===== config.mk =====
export PLATFORM = sky130hd
export DESIGN_NAME = pfs_status_bank
export DESIGN_NICKNAME = d
export VERILOG_FILES = /design/src/pfs_pkg.sv /design/src/pfs_flag_bank.sv /design/src/pfs_status_bank.sv
export SDC_FILE = /design/constraint.sdc
export NUM_CORES = 1
export LEC_CHECK = 0
export BUFFER_PORTS_ARGS = -buffer_cell sky130_fd_sc_hd__buf_2
export CAP_MARGIN = 40
export CORE_ASPECT_RATIO = 1.75
export CORE_MARGIN = 2
export CORE_UTILIZATION = 50
export CTS_BUF_LIST = sky130_fd_sc_hd__clkbuf_8
export CTS_CLUSTER_DIAMETER = 40
export DETAILED_ROUTE_END_ITERATION = 12
export PLACE_DENSITY = 0.95
export REMOVE_ABC_BUFFERS = 1
export SLEW_MARGIN = 5
export SYNTH_ARGS = -nofsm -noshare
export SYNTH_HDL_FRONTEND = slang
export SYNTH_SLANG_ARGS = --single-unit

===== constraint.sdc =====
create_clock -name clk -period 4.5 [get_ports clk]
set_clock_uncertainty 0.15 [all_clocks]
set_input_delay 0.9 -clock clk [delete_from_list [all_inputs] [get_ports clk]]
set_output_delay 0.9 -clock clk [all_outputs]
set_load 0.01 [all_outputs]

===== src/pfs_pkg.sv =====
// Constants and types for the power-manager fault status bank.
// Assumes nothing beyond a SystemVerilog compiler.
`default_nettype none
package pfs_pkg;

  // ---------------------------------------------------------------
  // Register selectors
  // ---------------------------------------------------------------
  typedef enum logic [2:0] {
    SEL_INPUT,
    SEL_THERM,
    SEL_CML,
    SEL_VEND,
    SEL_PINS,
    SEL_COMMON,
    SEL_INFO
  } pfs_sel_t;

  // ---------------------------------------------------------------
  // Supported bits and alert qualifiers
  // ---------------------------------------------------------------
  localparam logic [7:0]  SUP_INPUT     = 8'haa;
  localparam logic [7:0]  ALERT_INPUT   = 8'h80;
  localparam logic [7:0]  SUP_THERM     = 8'hd0;
  localparam logic [7:0]  SUP_CML       = 8'hfb;
  localparam logic [7:0]  SUP_VEND_SH   = 8'hfc;
  localparam int          VEND_LOG_BIT  = 3;
  localparam int          VEND_GPIO_BIT = 0;

  // Default alert masks, a one blocks that bit from alert
  localparam logic [7:0]  MASK_INPUT    = 8'h00;
  localparam logic [7:0]  MASK_THERM    = 8'h00;
  localparam logic [7:0]  MASK_CML      = 8'h00;
  localparam logic [7:0]  MASK_VEND     = 8'h11;

  // ---------------------------------------------------------------
  // Read-only word layouts
  // ---------------------------------------------------------------
  localparam logic [15:0] PIN_RSV_MASK  = 16'h3000;
  localparam int          INFO_ECC_BIT  = 5;
  localparam int          CMN_NO_ALERT  = 7;
  localparam int          CMN_NOT_BUSY  = 6;
  localparam int          CMN_NO_CALC   = 5;
  localparam int          CMN_NO_TRANS  = 4;
  localparam int          CMN_NVM_INIT  = 3;
  localparam int          CMN_SHCLK_TO  = 1;
  localparam int          CMN_WP_PIN    = 0;
  localparam int          SUM_MFR_BIT   = 12;
  localparam int          PAGES         = 2;

endpackage
`default_nettype wire


===== src/pfs_flag_bank.sv =====
// Sticky fault flags with per-bit clear; a set beats a clear.
// Assumes set and clear vectors are synchronous to clk.
`timescale 1ns/1ps
`default_nettype none
module pfs_flag_bank #(
  parameter int         WIDTH   = 8,
  parameter logic [7:0] SUPPORT = 8'hff
) (
  // Clock and reset
  input  wire logic             clk,
  input  wire logic             rst_b,
  // Set and clear strobes
  input  wire logic [WIDTH-1:0] set,
  input  wire logic [WIDTH-1:0] clr,
  // Flag state
  output logic      [WIDTH-1:0] flags_q
);

  logic [WIDTH-1:0] flags_d;

  // Clear first, then set, so a coincident event survives
  always_comb begin
    flags_d = ((flags_q & ~clr) | set) & SUPPORT[WIDTH-1:0];
  end

  // Flag registers
  always_ff @(posedge clk or negedge rst_b) begin
    if (!rst_b) begin
      flags_q <= '0;
    end else begin
      flags_q <= flags_d;
    end
  end

endmodule // pfs_flag_bank
`default_nettype wire


===== src/pfs_status_bank.sv =====
// Fault status bank of a dual-channel power manager: sticky fault
// bytes, read-only pin, common and info words, alert request.
// Assumes a transaction layer above that decodes commands into the
// access strobes below and that inputs are synchronous to clk.
//
// Operation
// - Input byte bits 7,5,3,1; others zero.
// - Only input bit 7 alerts; W1C clears bit 7 only.
// - Thermal byte bits 7,6,4; others zero.
// - Thermal, comm bits alert; write-one clears.
// - Comm byte seven flags, bit 2 reserved.
// - Vendor byte bits 7..2 and 0 defined.
// - Vendor byte shared, bit 0 per page.
// - Any vendor bit sets summary bit.
// - Vendor write-one clears; log bit erase only.
// - Unmasked vendor bits raise the alert.
// - Pin word upper byte layout, 13:12 zero.
// - Pin word lower byte run, GPIO bits.
// - Pin word read-only, one means true.
// - Common byte read-only status flag set.
// - Info word bit 5 ECC status only.
// - ECC bit refreshed on reload, reset, POR.
// - Summary bit sits at word bit 12.
// - Vendor alert mask defaults to 0x11.
`timescale 1ns/1ps
`default_nettype none
module pfs_status_bank (
  // Clock and reset
  input  wire logic                  clk,
  input  wire logic                  rst_b,
  // Register access
  input  wire pfs_pkg::pfs_sel_t     acc_sel,
  input  wire logic                  acc_page,
  input  wire logic                  acc_wr,
  input  wire logic [7:0]            acc_wdata,
  input  wire logic                  acc_rd,
  output logic      [15:0]           rd_data_q,
  output logic                       rd_valid_q,
  // Global commands, one-cycle pulses
  input  wire logic                  clear_all,
  input  wire logic                  log_erase,
  input  wire logic                  ecc_refresh,
  // Fault events, one-cycle or level
  input  wire logic [7:0]            input_set,
  input  wire logic [1:0][7:0]       thermal_set,
  input  wire logic [7:0]            cml_set,
  input  wire logic [7:0]            vendor_set,
  input  wire logic [1:0]            gpio_ext_low,
  // Live pin and common conditions
  input  wire logic [15:0]           pin_state_in,
  input  wire logic                  busy,
  input  wire logic                  calc_pending,
  input  wire logic                  in_transition,
  input  wire logic                  nvm_init,
  input  wire logic                  shared_sequencing_clock_timeout,
  input  wire logic                  wp_pin,
  input  wire logic                  ecc_clean,
  // Alert and summary
  output logic                       alert_q,
  output logic      [1:0][15:0]      summary_q
);
  import pfs_pkg::*;

  // ---------------------------------------------------------------
  // Write decode
  // ---------------------------------------------------------------
  logic [7:0]       wr_mask;
  logic [7:0]       clr_input;
  logic [7:0]       clr_cml;
  logic [7:0]       clr_vend;
  logic [1:0][7:0]  clr_therm;
  logic [1:0]       clr_gpio;

  // Write-one clear per register, clear-all on top
  always_comb begin
    wr_mask   = acc_wr ? acc_wdata : 8'h00;
    clr_input = ((acc_sel == SEL_INPUT) ? (wr_mask & ALERT_INPUT) : 8'h00)
                | (clear_all ? 8'hff : 8'h00);
    clr_cml   = ((acc_sel == SEL_CML) ? wr_mask : 8'h00)
                | (clear_all ? 8'hff : 8'h00);
    clr_vend  = ((acc_sel == SEL_VEND) ? wr_mask : 8'h00)
                | (clear_all ? 8'hff : 8'h00);
    clr_vend[VEND_LOG_BIT] = log_erase;
    for (int p = 0; p < PAGES; p++) begin
      clr_therm[p] = ((acc_sel == SEL_THERM && acc_page == p[0]) ? wr_mask : 8'h00)
                     | (clear_all ? 8'hff : 8'h00);
      clr_gpio[p]  = ((acc_sel == SEL_VEND && acc_page == p[0])
                      & wr_mask[VEND_GPIO_BIT]) | clear_all;
    end
  end

  // ---------------------------------------------------------------
  // Sticky flags
  // ---------------------------------------------------------------
  logic [7:0]       input_q;
  logic [7:0]       cml_q;
  logic [7:0]       vend_q;
  logic [1:0][7:0]  therm_q;
  logic [1:0]       gpio_q;
  logic [1:0][7:0]  vend_page;

  // Input supply byte, unsupported bits forced low
  pfs_flag_bank #(.WIDTH(8), .SUPPORT(SUP_INPUT)) u_input (
    .clk     (clk),
    .rst_b   (rst_b),
    .set     (input_set),
    .clr     (clr_input),
    .flags_q (input_q)
  );

  // Communication, memory and logic byte
  pfs_flag_bank #(.WIDTH(8), .SUPPORT(SUP_CML)) u_cml (
    .clk     (clk),
    .rst_b   (rst_b),
    .set     (cml_set),
    .clr     (clr_cml),
    .flags_q (cml_q)
  );

  // Vendor byte bits shared by both pages
  pfs_flag_bank #(.WIDTH(8), .SUPPORT(SUP_VEND_SH)) u_vend (
    .clk     (clk),
    .rst_b   (rst_b),
    .set     (vendor_set),
    .clr     (clr_vend),
    .flags_q (vend_q)
  );

  // Per-page thermal byte and external GPIO-low flag
  for (genvar g = 0; g < PAGES; g++) begin : g_page
    pfs_flag_bank #(.WIDTH(8), .SUPPORT(SUP_THERM)) u_therm (
      .clk     (clk),
      .rst_b   (rst_b),
      .set     (thermal_set[g]),
      .clr     (clr_therm[g]),
      .flags_q (therm_q[g])
    );
    pfs_flag_bank #(.WIDTH(1), .SUPPORT(8'h01)) u_gpio (
      .clk     (clk),
      .rst_b   (rst_b),
      .set     (gpio_ext_low[g]),
      .clr     (clr_gpio[g]),
      .flags_q (gpio_q[g])
    );
    assign vend_page[g] = {vend_q[7:1], gpio_q[g]};
  end

  // ---------------------------------------------------------------
  // Alert, summary, ECC status
  // ---------------------------------------------------------------
  logic             alert_d;
  logic [1:0][15:0] summary_d;
  logic             ecc_d;
  logic             ecc_q;
  logic             por_done_q;

  // Alert from unmasked flags, input byte bit 7 only; summary per page
  always_comb begin
    alert_d = |(input_q & ALERT_INPUT & ~MASK_INPUT)
              | |(cml_q & ~MASK_CML);
    for (int p = 0; p < PAGES; p++) begin
      alert_d = alert_d | |(therm_q[p] & ~MASK_THERM)
                | |(vend_page[p] & ~MASK_VEND);
      summary_d[p] = 16'h0000;
      summary_d[p][SUM_MFR_BIT] = |vend_page[p];
    end
    ecc_d = (!por_done_q || ecc_refresh) ? ecc_clean : ecc_q;
  end

  // Alert, summary and ECC registers
  always_ff @(posedge clk or negedge rst_b) begin
    if (!rst_b) begin
      alert_q    <= 1'b0;
      summary_q  <= '0;
      ecc_q      <= 1'b0;
      por_done_q <= 1'b0;
    end else begin
      alert_q    <= alert_d;
      summary_q  <= summary_d;
      ecc_q      <= ecc_d;
      por_done_q <= 1'b1;
    end
  end

  // ---------------------------------------------------------------
  // Read path
  // ---------------------------------------------------------------
  logic [15:0] rd_data_d;
  logic [15:0] pins_w;
  logic [7:0]  common_w;
  logic [15:0] info_w;

  // Assemble read-only words and select by register
  always_comb begin
    pins_w   = pin_state_in & ~PIN_RSV_MASK;
    common_w = 8'h00;
    common_w[CMN_NO_ALERT] = ~alert_q;
    common_w[CMN_NOT_BUSY] = ~busy;
    common_w[CMN_NO_CALC]  = ~calc_pending;
    common_w[CMN_NO_TRANS] = ~in_transition;
    common_w[CMN_NVM_INIT] = nvm_init;
    common_w[CMN_SHCLK_TO] = shared_sequencing_clock_timeout;
    common_w[CMN_WP_PIN]   = wp_pin;
    info_w = 16'h0000;
    info_w[INFO_ECC_BIT] = ecc_q;
    rd_data_d = rd_data_q;
    if (acc_rd) begin
      case (acc_sel)
        SEL_INPUT:  rd_data_d = {8'h00, input_q};
        SEL_THERM:  rd_data_d = {8'h00, therm_q[acc_page]};
        SEL_CML:    rd_data_d = {8'h00, cml_q};
        SEL_VEND:   rd_data_d = {8'h00, vend_page[acc_page]};
        SEL_PINS:   rd_data_d = pins_w;
        SEL_COMMON: rd_data_d = {8'h00, common_w};
        SEL_INFO:   rd_data_d = info_w;
        default:    rd_data_d = 16'h0000;
      endcase
    end
  end

  // Read data and valid registers
  always_ff @(posedge clk or negedge rst_b) begin
    if (!rst_b) begin
      rd_data_q  <= 16'h0000;
      rd_valid_q <= 1'b0;
    end else begin
      rd_data_q  <= rd_data_d;
      rd_valid_q <= acc_rd;
    end
  end

  // ---------------------------------------------------------------
  // Checks
  // ---------------------------------------------------------------
  property p_input_zero;
    @(posedge clk) disable iff (!rst_b)
      rd_valid_q && $past(acc_sel) == SEL_INPUT |-> (rd_data_q & 16'hff55) == 16'h0000;
  endproperty
  a_input_zero: assert property (p_input_zero) else $error("input byte spare bit set");

  property p_input_alert;
    @(posedge clk) disable iff (!rst_b)
      input_q[7] && !clear_all |=> alert_q;
  endproperty
  a_input_alert: assert property (p_input_alert) else $error("input fault gave no alert");

  // Checked on the returned byte, so the read mux is covered as well
  property p_therm_zero;
    @(posedge clk) disable iff (!rst_b)
      rd_valid_q && $past(acc_sel) == SEL_THERM |-> (rd_data_q & 16'hff2f) == 16'h0000;
  endproperty
  a_therm_zero: assert property (p_therm_zero) else $error("thermal spare bit set");

  property p_therm_w1c;
    @(posedge clk) disable iff (!rst_b)
      acc_wr && acc_sel == SEL_THERM && !acc_page && acc_wdata[7] && !thermal_set[0][7]
      |=> !therm_q[0][7];
  endproperty
  a_therm_w1c: assert property (p_therm_w1c) else $error("thermal bit not cleared");

  property p_cml_rsv;
    @(posedge clk) disable iff (!rst_b)
      rd_valid_q && $past(acc_sel) == SEL_CML |-> (rd_data_q & 16'hff04) == 16'h0000;
  endproperty
  a_cml_rsv: assert property (p_cml_rsv) else $error("reserved comm bit set");

  property p_vend_pages;
    @(posedge clk) disable iff (!rst_b)
      vend_page[0][7:1] == vend_page[1][7:1] && !vend_page[0][1];
  endproperty
  a_vend_pages: assert property (p_vend_pages) else $error("vendor pages disagree");

  property p_summary;
    @(posedge clk) disable iff (!rst_b)
      ##1 summary_q[0][SUM_MFR_BIT] == $past(|vend_page[0]);
  endproperty
  a_summary: assert property (p_summary) else $error("summary bit wrong");

  property p_log_hold;
    @(posedge clk) disable iff (!rst_b)
      vend_q[VEND_LOG_BIT] && !log_erase |=> vend_q[VEND_LOG_BIT];
  endproperty
  a_log_hold: assert property (p_log_hold) else $error("log bit cleared without erase");

  property p_pll_masked;
    @(posedge clk) disable iff (!rst_b)
      vend_q[4] && (vend_q & 8'hec) == 8'h00 && input_q == 8'h00
      && cml_q == 8'h00 && therm_q == '0 |=> !alert_q;
  endproperty
  a_pll_masked: assert property (p_pll_masked) else $error("masked bit raised alert");

  property p_pins_rsv;
    @(posedge clk) disable iff (!rst_b)
      rd_valid_q && $past(acc_sel) == SEL_PINS |-> rd_data_q[13:12] == 2'b00;
  endproperty
  a_pins_rsv: assert property (p_pins_rsv) else $error("pin reserved bits set");

  property p_ecc_refresh;
    @(posedge clk) disable iff (!rst_b)
      ecc_refresh |=> ecc_q == $past(ecc_clean);
  endproperty
  a_ecc_refresh: assert property (p_ecc_refresh) else $error("ecc status not refreshed");

  c_alert_then_clear: cover property (@(posedge clk) disable iff (!rst_b)
    alert_q ##1 clear_all ##2 !alert_q);
  c_log_erase: cover property (@(posedge clk) disable iff (!rst_b)
    vend_q[VEND_LOG_BIT] ##1 log_erase ##1 !vend_q[VEND_LOG_BIT]);
  c_pins_read: cover property (@(posedge clk) disable iff (!rst_b)
    acc_rd && acc_sel == SEL_PINS ##1 rd_valid_q);

endmodule // pfs_status_bank
`default_nettype wire


# Yosys cells after proc, flatten, opt, wreduce, memory -nomap -nowiden

Cells that the tools add are included.

$add $sub $neg: 0
$mul: 0
Div/mod/pow operators: 0
Magnitude comparators: 1
Equality and inequality tests: 6
Shifts and indexed selects: 0
Multiplexer cells: 12
Bitwise operators: 40
Reductions and logical operators: 13

Operators with widths:

| kind                                                        | count |
|---|---|
| case mux 16 bit (7 select lines)                            | 1 |
| 2-to-1 mux 8 bit                                            | 10 |
| OR 8 bit                                                    | 10 |
| AND 8 bit                                                   | 5 |
| inverter 8 bit                                              | 5 |
| OR reduction 7 bit                                          | 3 |
| == test 3 bit (second input constant)                       | 3 |
| OR 1 bit                                                    | 9 |
| inverter 1 bit                                              | 7 |
| == test 3 x 2 -> 1 bit (second input constant)              | 2 |
| OR reduction 3 bit                                          | 2 |
| OR reduction 5 bit                                          | 1 |
| AND 1 bit                                                   | 4 |
| logical AND 1 bit                                           | 4 |
| == test 3 x 1 -> 1 bit (second input constant)              | 1 |
| logical NOT 3 bit                                           | 1 |
| less-than comparator 1 x 2 -> 1 bit (second input constant) | 1 |
| logical NOT 1 bit                                           | 1 |
| logical OR 1 bit                                            | 1 |
| 2-to-1 mux 1 bit                                            | 1 |

Flip-flop bits (word level): 47
Latch bits: 0
RAM bits: 0
Bits in read-only memories: 0
Input bits: 84
Output and inout port bits: 50
Logic and storage cells: 86
Memories: 0

# Logic depth before layout (Yosys ltp)

Gate-level depths: netlist of run 1.

Depth after elaboration: 7
Depth in mapped cells: 5
Gate-level depth less buffers: 3

# By module

Synthesis of run 1 repeated with hierarchy kept, for this count alone.

Cells, all modules: 316
Area, all modules: 2899.0 um2

Modules (own cells, without submodules):

| module                                 | times used | cells each | area each (um2) | sequential area each (um2) |
|---|---|---|---|---|
| pfs_status_bank                        | 1          | 219        | 1845.5          | 500.5 |
| pfs_flag_bank at g_page[0].u_therm ... | 2          | 15         | 150.1           | 75.1 |
| pfs_flag_bank at u_cml                 | 1          | 23         | 265.3           | 175.2 |
| pfs_flag_bank at u_vend                | 1          | 21         | 236.5           | 150.1 |
| pfs_flag_bank at u_input               | 1          | 17         | 178.9           | 100.1 |
| pfs_flag_bank at g_page[0].u_gpio ...  | 2          | 3          | 36.3            | 25.0 |

# Worst setup path before layout of run 1

Ideal clock, no wire load.

Path type: input port to flip-flop
From: input port acc_page
To: register rd_data_q[4]
Library setup time: 0.120 ns
Data arrival time: 1.809 ns
Required time: 4.230 ns
Path slack: 2.422 ns
Stages on the path: 4
Path buffers: 1
Cells stage by stage: buf_2 mux2_2 a31o_2 a31o_1

Cells in the longest elaborated chain, start to end: 3

Ends and longest elaborated chain:

| what                                                 | line                   | text |
|---|---|---|
| start, declared                                      | pfs_status_bank.sv:33  | `input wire logic acc_page,` |
| 2-to-1 mux 8 bit (not written as such) (2 in series) | pfs_status_bank.sv:210 | `SEL_THERM: rd_data_d = {8'h00, therm_q[acc_page]};` |
| case mux 16 bit (7 select lines)                     | pfs_status_bank.sv:208 | `case (acc_sel)` |
| end signal, assigned                                 | pfs_status_bank.sv:227 | `rd_data_q <= rd_data_d;` |
| end, declared                                        | pfs_status_bank.sv:37  | `output logic [15:0] rd_data_q,` |

No other way between the ends. The select of a mux whose other input is x is not followed.
A chain may end at the register's enable or synchronous reset.

# Worst setup path in the final report of run 1

From: input port acc_sel[2]
To: register rd_data_q[4]

Cells in the longest elaborated chain, start to end: 2
Elaborated cells on any way between the ends: 8
Classes of those cells: 6 x eq/ne; 1 x mux; 1 x reduce/logical

Ends and longest elaborated chain:

| what                                        | line                   | text |
|---|---|---|
| start, declared                             | pfs_status_bank.sv:32  | `input wire pfs_pkg::pfs_sel_t acc_sel,` |
| == test 3 bit, or another cell as far along | pfs_status_bank.sv:208 |  |
| case mux 16 bit (7 select lines) *          | pfs_status_bank.sv:208 |  |

Mark *: on every way between the ends. The rest lies on a longest branch, timed or not.

==> results.md, run 1 <==
| Metric | Reported | Unit |
| --- | --- | --- |
| Standard-cell row count | 33 | - |
| Number of flip-flops and latches in the synthesized netlist | 45 | - |
| Die outline area | 0.00550 | sq mm |
| Via density per instance | 5.79 | - |
| Layout net count | 388 | - |
| Via total after detailed routing | 2066 | - |
| Pin count of the biggest net entering global routing | 27 | - |
| Detail Route Antenna Nets | 0 | - |
| Number of port buffers | 82 | - |
| Ratio of final minimum period to clock period | 0.472 | - |
| EDFF count, synth | 0 | - |
| Total wirelength of the detailed-routed design | 6080 | microns |
| Pre-Repair DR Iteration Count | 4 | - |
| Outcome | completed | - |
| Area of the mapped netlist | 0.00245 | sq mm |
| Cell count after synthesis | 231 | - |
| Filler instances | 400 | - |
| Clock latency on the worst-skew pair | 0.30 | ns |
| TritonCTS clock tree | done | - |
| Number of setup violations in the final report | 0 | - |
| IR Drop Worst-Case VDD | 0.310 | mV |
| Max_cap viols | 0 | - |
| Clk sink count | 45 | - |
| Fraction of layout instances using a drive strength above 1 | 0.377 | - |
| Synth Area per Inst | 10.6 | sq um |
| Data required, critical path | 4.54 | ns |
| Via count of the first global-routing pass | 2084 | - |
| Global placement routability congestion | 0.892 | - |
| Static power due to leakage | 1.34 | nW |
| Clock buffers created by TritonCTS | 5 | - |
| Unique masters post-synth | 49 | - |
| Number of warnings reported in the yosys synthesis log | 0 | - |
| Total Neg Setup Slack | 0 | ns |
| Violation count after the first detailed-route iteration | 82 | - |
| Number of buffers inserted by hold repair at cts | 0 | - |
| Std-Cell Core Area | 0.00471 | sq mm |
| Global-route congestion overflow total | 0 | - |
| DP Wirelength | 4610 | microns |
| Class of the most critical hold timing path | reg -> reg | - |
| Clk slew on worst S/H paths | 0.08 | ns |
| Number of gates resized after cts | 0 | - |
| Critical path start-end classification | in -> reg | - |
| Setup bufs post-CTS | 0 | - |
| Number of hold violations in the final report | 0 | - |
| Largest fanout on the critical path | 26 | - |
| Starting Density | 0.520 | - |
| Ordered cell list for the critical path | buf_2 > nor2b_1 > a221o_1 > a31o_1 | - |
| Pin slew with the least headroom to its limit | 0.757 | ns |
| Fraction of synthesis flops using an asynchronous set or reset pin | 1.00 | - |
| Count of boundary I/O pins | 134 | - |
| Htree depth | 2 | - |
| Clock period minus worst slack | 2.12 | ns |
| Sequential element share of the synthesized area | 0.460 | - |
| First-pass GRT wire length | 9800 | microns |
| Layout Utilization | 0.610 | - |
| Final cell area excluding filler cells | 0.00287 | sq mm |
| Most used flip-flop cell after synthesis | sky130_fd_sc_hd__dfrtp_1 | - |
| Maximum clock frequency | 0.471 | GHz |
| Power per unit of standard cell area | 336 | mW/mm^2 |
| Antenna diode count | 0 | - |
| Post-placement cell area | 0.00274 | sq mm |
| Register area | 0.00113 | sq mm |
| Endpoint kind of the worst setup timing path | flop | - |
| Global-route total usage across every layer | 0.227 | - |
| Critical path's largest stage delay | 0.42 | ns |
| Area grow syn2layout | 17.2 | % |
| Final routed DRC violation total | 0 | - |
| Worst slew margin | 0.495 | - |
| Number of antenna violations at the first check in global routing | 0 | - |
| Setup slack after layout | 2.38 | ns |
| Crit path DAT | 2.17 | ns |
| Kind of launch point of the worst setup path | input port | - |
| CTS Root Cell | sky130_fd_sc_hd__clkbuf_8 | - |
| Clk buf depth | 2 | - |
| Multi-input gate area | 0.00108 | sq mm |
| Overall power of the completed layout | 0.964 | mW |
| Die W | 56.9 | microns |
| Number of pins with negative max-slew slack in the final report | 0 | - |
| Setup WS pre-CTS | 2.08 | ns |
| Die Y | 96.6 | microns |
| Routed length per placed instance | 17.0 | microns |
| Unrepaired setup endpoints after global routing | no | - |
| Slowest CP cell | sky130_fd_sc_hd__buf_2 | - |
where the power goes:
| group | leakage, nW | internal (mW) | switching [mW] | total (mW) |
|---|---|---|---|---|
| registers | 0.512 | 0.432 | 0.0205 | 0.452 |
| logic | 0.762 | 0.0688 | 0.0860 | 0.155 |
| clock network | 0.0681 | 0.220 | 0.136 | 0.357 |
cells in the final DEF (no fill, tap or decap), types with 4 or more instances in the layout:
cell type	n
sky130_fd_sc_hd__mux2_2	6
sky130_fd_sc_hd__nand3_1	14
sky130_fd_sc_hd__nand4_1	4
sky130_fd_sc_hd__buf_2	82
sky130_fd_sc_hd__nand2_1	7
sky130_fd_sc_hd__a22o_1	6
sky130_fd_sc_hd__dfrtp_1	45
sky130_fd_sc_hd__a31o_1	8
sky130_fd_sc_hd__clkbuf_8	5
sky130_fd_sc_hd__conb_1	33
sky130_fd_sc_hd__a31o_2	15
sky130_fd_sc_hd__inv_1	7
sky130_fd_sc_hd__nor2b_1	6
sky130_fd_sc_hd__a21o_1	4
sky130_fd_sc_hd__nor2_1	5
cells by family (layout without fill, tap and decap cells):
family	count (synthesis)	in the layout	synth area share
DFF	45	45	0.460
muxes	9	9	0.0398
and+or+nand+nor	58	58	0.145
other	2	33	0.00307
buffers and inverters	56	99	0.148
AOI/OAI and AO/OA	61	61	0.205
cell type report:
| class | count | share of cell area |
|---|---|---|
| Clock buffer | 5 | 0.0240 |
| Clock inverter | 3 | 0.0227 |
| Inverter | 8 | 0.0105 |
| Multi-Input combinational cell | 161 | 0.376 |
| Sequential cell | 45 | 0.392 |
| Tap cell | 52 | 0.0227 |
| Timing Repair Buffer | 83 | 0.153 |
Yosys cell counts (2+ instances only):
cell	instances	area, sq um
sky130_fd_sc_hd__dfrtp_1	45	1130
sky130_fd_sc_hd__buf_4	34	255
sky130_fd_sc_hd__a31o_2	15	131
sky130_fd_sc_hd__nand3_1	14	70.1
sky130_fd_sc_hd__a31o_1	8	70.1
sky130_fd_sc_hd__buf_2	7	35.0
sky130_fd_sc_hd__inv_1	7	26.3
sky130_fd_sc_hd__nand2_1	7	26.3
sky130_fd_sc_hd__a22o_1	6	52.6
sky130_fd_sc_hd__mux2_2	6	67.6
sky130_fd_sc_hd__nor2b_1	6	37.5
sky130_fd_sc_hd__nor2_1	5	18.8
sky130_fd_sc_hd__a21o_1	4	30.0
sky130_fd_sc_hd__nand4_1	4	25.0
sky130_fd_sc_hd__a211o_1	3	26.3
sky130_fd_sc_hd__a21oi_1	3	15.0
sky130_fd_sc_hd__a221oi_1	3	26.3
sky130_fd_sc_hd__a31oi_1	3	18.8
sky130_fd_sc_hd__a32oi_1	3	26.3
sky130_fd_sc_hd__clkbuf_1	3	11.3
sky130_fd_sc_hd__mux2i_1	3	30.0
sky130_fd_sc_hd__nand2b_1	3	18.8
sky130_fd_sc_hd__nor4_1	3	18.8
sky130_fd_sc_hd__a211oi_1	2	15.0
sky130_fd_sc_hd__a22oi_1	2	15.0
sky130_fd_sc_hd__a41oi_1	2	17.5
sky130_fd_sc_hd__buf_1	2	7.51
sky130_fd_sc_hd__buf_6	2	22.5
sky130_fd_sc_hd__conb_1	2	7.51
sky130_fd_sc_hd__nand3b_1	2	15.0
sky130_fd_sc_hd__nor3_1	2	10.0
sky130_fd_sc_hd__nor3b_1	2	15.0
sky130_fd_sc_hd__o31ai_1	2	15.0
through the flow:
stage	std cells	hold slack (ns)
5_1_grt	357	0.343
3_3_place_gp	348	0.308
2_1_floorplan	214	0.295
6_report	357	0.326
4_1_cts	357	0.329
3_5_place_dp	349	0.312
layer usage:
metal,part of all wire,vias up,GRT usage
met5,0,-,0
met4,0.044,0,0.123
met3,0.066,24,0.0414
met2,0.53,110,0.399
met1,0.36,997,0.248
li1,-,935,-
sequential cells by signal (all words and copies together), names as in the netlist:
signal                  count
ecc_q                       1
rd_valid_q                  1
u_input.flags_q             4
summary_q                   2
por_done_q                  1
u_cml.flags_q               7
g_page.u_gpio.flags_q       2
alert_q                     1
u_vend.flags_q              6
g_page.u_therm.flags_q      6
rd_data_q                  14
worst max-delay path, delay by kind of cell:
kind	cells	cell delay, ns
compound gates	2	0.64
buf+inv	1	0.42
simple gates	1	0.20
worst paths after layout:
check	start	to	slack [ns]	depth (start not counted)
hold / removal	u_input.flags_q[3]$_DFF_PN0_	u_input.flags_q[3]$_DFF_PN0_	0.33	1
max in group asynchronous	rst_b	u_vend.flags_q[7]$_DFF_PN0_	3.25	2
setup / recovery	acc_sel[2]	rd_data_q[4]$_DFFE_PN0P_	2.38	4
hold reg to reg	u_input.flags_q[3]$_DFF_PN0_	u_input.flags_q[3]$_DFF_PN0_	0.33	1
min in group asynchronous	rst_b	rd_valid_q$_DFF_PN0_	0.44	1
setup reg to reg	u_vend.flags_q[5]$_DFF_PN0_	summary_q[12]$_DFF_PN0_	2.85	3
Note: power is estimated with default switching activity, not from simulation.
==> run 2: changes to the inputs <==
--- a/config.mk
+++ b/config.mk
@@ -9,11 +9,11 @@
 export CAP_MARGIN = 40
 export CORE_ASPECT_RATIO = 1.75
 export CORE_MARGIN = 2
-export CORE_UTILIZATION = 50
+export CORE_UTILIZATION = 46
 export CTS_BUF_LIST = sky130_fd_sc_hd__clkbuf_8
 export CTS_CLUSTER_DIAMETER = 40
 export DETAILED_ROUTE_END_ITERATION = 12
-export PLACE_DENSITY = 0.95
+export PLACE_DENSITY = 0.92
 export REMOVE_ABC_BUFFERS = 1
 export SLEW_MARGIN = 5
 export SYNTH_ARGS = -nofsm -noshare
==> constraint.sdc (replaced) <==
create_clock -name clk -period 2 [get_ports clk]
set_clock_uncertainty 0.15 [all_clocks]
set_input_delay 0.4 -clock clk [delete_from_list [all_inputs] [get_ports clk]]
set_output_delay 0.4 -clock clk [all_outputs]
set_load 0.01 [all_outputs]
==> results.md, run 2 (synthesized netlist as in run 1, its figures left out) <==
| Metric | Reported | Unit | Delta |
| --- | --- | --- | --- |
| Outcome | completed | - |  |
| Number of setup violations in the final report | 0 | - | unchanged |
| Part of the power in registers | 0.491 | - | +0.022 |
| Setup WS pre-CTS | 0.110 | ns | -1.97 ns |
| Largest registers | rd_data_q: 14 flops, u_cml.flags_q: 7 flops | - |  |
| DP Wirelength | 4710 | microns | +2.2% |
| Reg-to-Reg End | summary_q[12]$_DFF_PN0_ | - |  |
| Critical path start-end classification | reg -> reg | - |  |
| Setup slack after layout | 0.320 | ns | -2.06 ns |
| Number of port buffers | 82 | - | unchanged |
| Reg-to-Reg Start | u_vend.flags_q[5]$_DFF_PN0_ | - |  |
| Clock buffers created by TritonCTS | 5 | - | unchanged |
| Standard-cell row count | 35 | - | +6.1% |
| Total Neg Setup Slack | 0 | ns | unchanged |
| Detail Route Antenna Nets | 0 | - | unchanged |
| Endpoint kind of the worst setup timing path | flop | - |  |
| Number of pins with negative max-slew slack in the final report | 0 | - | unchanged |
| Largest fanout on the critical path | 3 | - | -88% |
| Pin slew with the least headroom to its limit | 0.571 | ns | -0.185 ns |
| Global placement routability congestion | 0.906 | - | +1.6% |
| IR Drop Worst-Case VDD | 0.282 | mV | -9.0% |
| Clock latency on the worst-skew pair | 0.30 | ns | about the same |
| Multi-input gate area | 0.00108 | sq mm | unchanged |
| Power per unit of standard cell area | 720 | mW/mm^2 | +110% |
| Starting Density | 0.470 | - | -0.0504 |
| Clk slew on worst S/H paths | 0.08 | ns | about the same |
| Number of gates resized after cts | 0 | - | unchanged |
| Reported net switching power | 0.540 | mW | +120% |
| Setup bufs post-CTS | 0 | - | unchanged |
| Die Y | 101 | microns | +4.1% |
| Worst slew margin | 0.619 | - | +0.124 |
| Most frequent standard cell in the layout excluding fill and tap cells | sky130_fd_sc_hd__buf_2 | - |  |
| Final routed DRC violation total | 0 | - | unchanged |
| TritonCTS clock tree | done | - |  |
| Max_cap viols | 0 | - | unchanged |
| Unrepaired setup endpoints after global routing | no | - |  |
| Layout net count | 393 | - | +1.3% |
| Depth of the most critical reg-to-reg path | 3 | - | unchanged |
| Violation count after the first detailed-route iteration | 97 | - | +18% |
| Start point of the critical path | u_vend.flags_q[5]$_DFF_PN0_ | - |  |
| Routed length per placed instance | 16.9 | microns | -0.71% |
| Clk sink count | 45 | - | unchanged |
| Number of buffers inserted by hold repair at cts | 0 | - | unchanged |
| Clock period minus worst slack | 1.68 | ns |  |
| Last element of the critical path | summary_q[12]$_DFF_PN0_ | - |  |
| Most frequent cells in the layout | sky130_fd_sc_hd__buf_2 (82), sky130_fd_sc_hd__dfrtp_1 (45), sky130_fd_sc_hd__conb_1 (33) | - |  |
| Register area | 0.00113 | sq mm | unchanged |
| Count of boundary I/O pins | 134 | - | unchanged |
| Data required, critical path | 2.03 | ns | -2.51 ns |
| Via count of the first global-routing pass | 2012 | - | -3.5% |
| Combinational fraction of design power | 0.169 | - | +0.008 |
| Antenna diode count | 0 | - | unchanged |
| CTS Root Cell | sky130_fd_sc_hd__clkbuf_8 | - |  |
| Std-Cell Core Area | 0.00521 | sq mm | +11% |
| Crit path DAT | 1.71 | ns | -0.46 ns |
| Ratio of final minimum period to clock period | 0.840 | - |  |
| Total wirelength of the detailed-routed design | 6170 | microns | +1.5% |
| Switching share of power | 0.261 | - | +0.00891 |
| Die outline area | 0.00595 | sq mm | +8.2% |
| Clk buf depth | 2 | - | unchanged |
| Global-route congestion overflow total | 0 | - | unchanged |
| Die W | 59.2 | microns | +4.0% |
| Number of antenna violations at the first check in global routing | 0 | - | unchanged |
| Portion of total power attributed to the clock network | 0.340 | - | -0.030 |
| Via density per instance | 5.72 | - | -1.2% |
| Htree depth | 2 | - | unchanged |
| Filler instances | 460 | - | +15% |
| Pin count of the biggest net entering global routing | 46 | - | +70% |
| Internal portion of total power | 1.53 | mW | +110% |
| R2R Setup Slk | 0.32 | ns | -2.53 ns |
| Pre-Repair DR Iteration Count | 4 | - | unchanged |
| Static power due to leakage | 1.35 | nW | +0.79% |
| Number of flip-flops under the largest register name | 14 | - | unchanged |
| First-pass GRT wire length | 9580 | microns | -2.3% |
| Area grow syn2layout | 17.4 | % |  |
| Number of hold violations in the final report | 0 | - | unchanged |
| Class of the most critical hold timing path | in -> async | - |  |
| Kind of launch point of the worst setup path | flop | - |  |
| Most flops, register | rd_data_q | - |  |
| Global-route total usage across every layer | 0.216 | - | -0.0107 |
| Fraction of layout instances using a drive strength above 1 | 0.384 | - | +0.00682 |
| Maximum clock frequency | 0.595 | GHz |  |
| Via total after detailed routing | 2087 | - | +1.0% |
## run 2: cell types whose count changed in the layout (fill, tap and decap cells not counted), sizes merged
cell    delta
clkbuf     +1
inv        +1
buf        +5
bufinv     -1
clkinv     -1
## run 2: per-layer routing
| layer | up-vias | track usage | share of wire |
|---|---|---|---|
| met5 | - | 0 | 0 |
| met4 | 0 | 0.126 | 0.045 |
| met3 | 19 | 0.0347 | 0.058 |
| met2 | 106 | 0.392 | 0.55 |
| met1 | 1020 | 0.224 | 0.35 |
| li1 | 942 | - | - |
## run 2: per-stage QoR
| step | area, sq um | std cells | hold WS (ns) | utilization | power (mW) |
|---|---|---|---|---|---|
| after global routing | 2880 | 365 | 0.0640 | 0.552 | 2.16 |
| after detailed placement | 2760 | 357 | 0.319 | 0.529 | 1.38 |
| after global placement | 2760 | 357 | 0.308 | 0.529 | 1.37 |
| final | 2880 | 365 | 0.00882 | 0.552 | 2.07 |
| after floorplan | 2230 | 214 | -0.0456 | - | 1.19 |
| after CTS | 2880 | 365 | 0.0368 | 0.552 | 2.08 |
## run 2: final cells by class
cell class / instances / area share
Tap cell: 55 / 0.0239
Timing Repair Buffer: 88 / 0.158
Inverter: 8 / 0.0104
Clock buffer: 6 / 0.0287
Multi-Input combinational cell: 161 / 0.375
Sequential cell: 45 / 0.392
Clock inverter: 2 / 0.0117
## run 2: power groups by stage
stage	Combinational [mW]	Sequential [mW]	Clock, mW
floorplan	0.158	1.03	0
CTS	0.349	1.02	0.716
global route	0.384	1.02	0.752
detailed placement	0.348	1.04	0
global placement	0.341	1.03	0
finish	0.350	1.02	0.704
## run 2: worst max-delay path: stages, from the launching register on
cell,delay (ns)
sky130_fd_sc_hd__dfrtp_1,0.43
sky130_fd_sc_hd__or4_1,0.55
sky130_fd_sc_hd__nor3_1,0.32
sky130_fd_sc_hd__nand2b_1,0.11
## run 2: how the worst min path moves through the flow
stage | to | from | slack [ns]
6_report | summary_q[12]$_DFF_PN0_ | rst_b | 0.009
2_1_floorplan | alert_q$_DFF_PN0_ | rst_b | -0.05
3_5_place_dp | u_input.flags_q[3]$_DFF_PN0_ | u_input.flags_q[3]$_DFF_PN0_ | 0.32
3_3_place_gp | u_input.flags_q[3]$_DFF_PN0_ | u_input.flags_q[3]$_DFF_PN0_ | 0.31
5_1_grt | summary_q[28]$_DFF_PN0_ | rst_b | 0.06
4_1_cts | summary_q[28]$_DFF_PN0_ | rst_b | 0.04
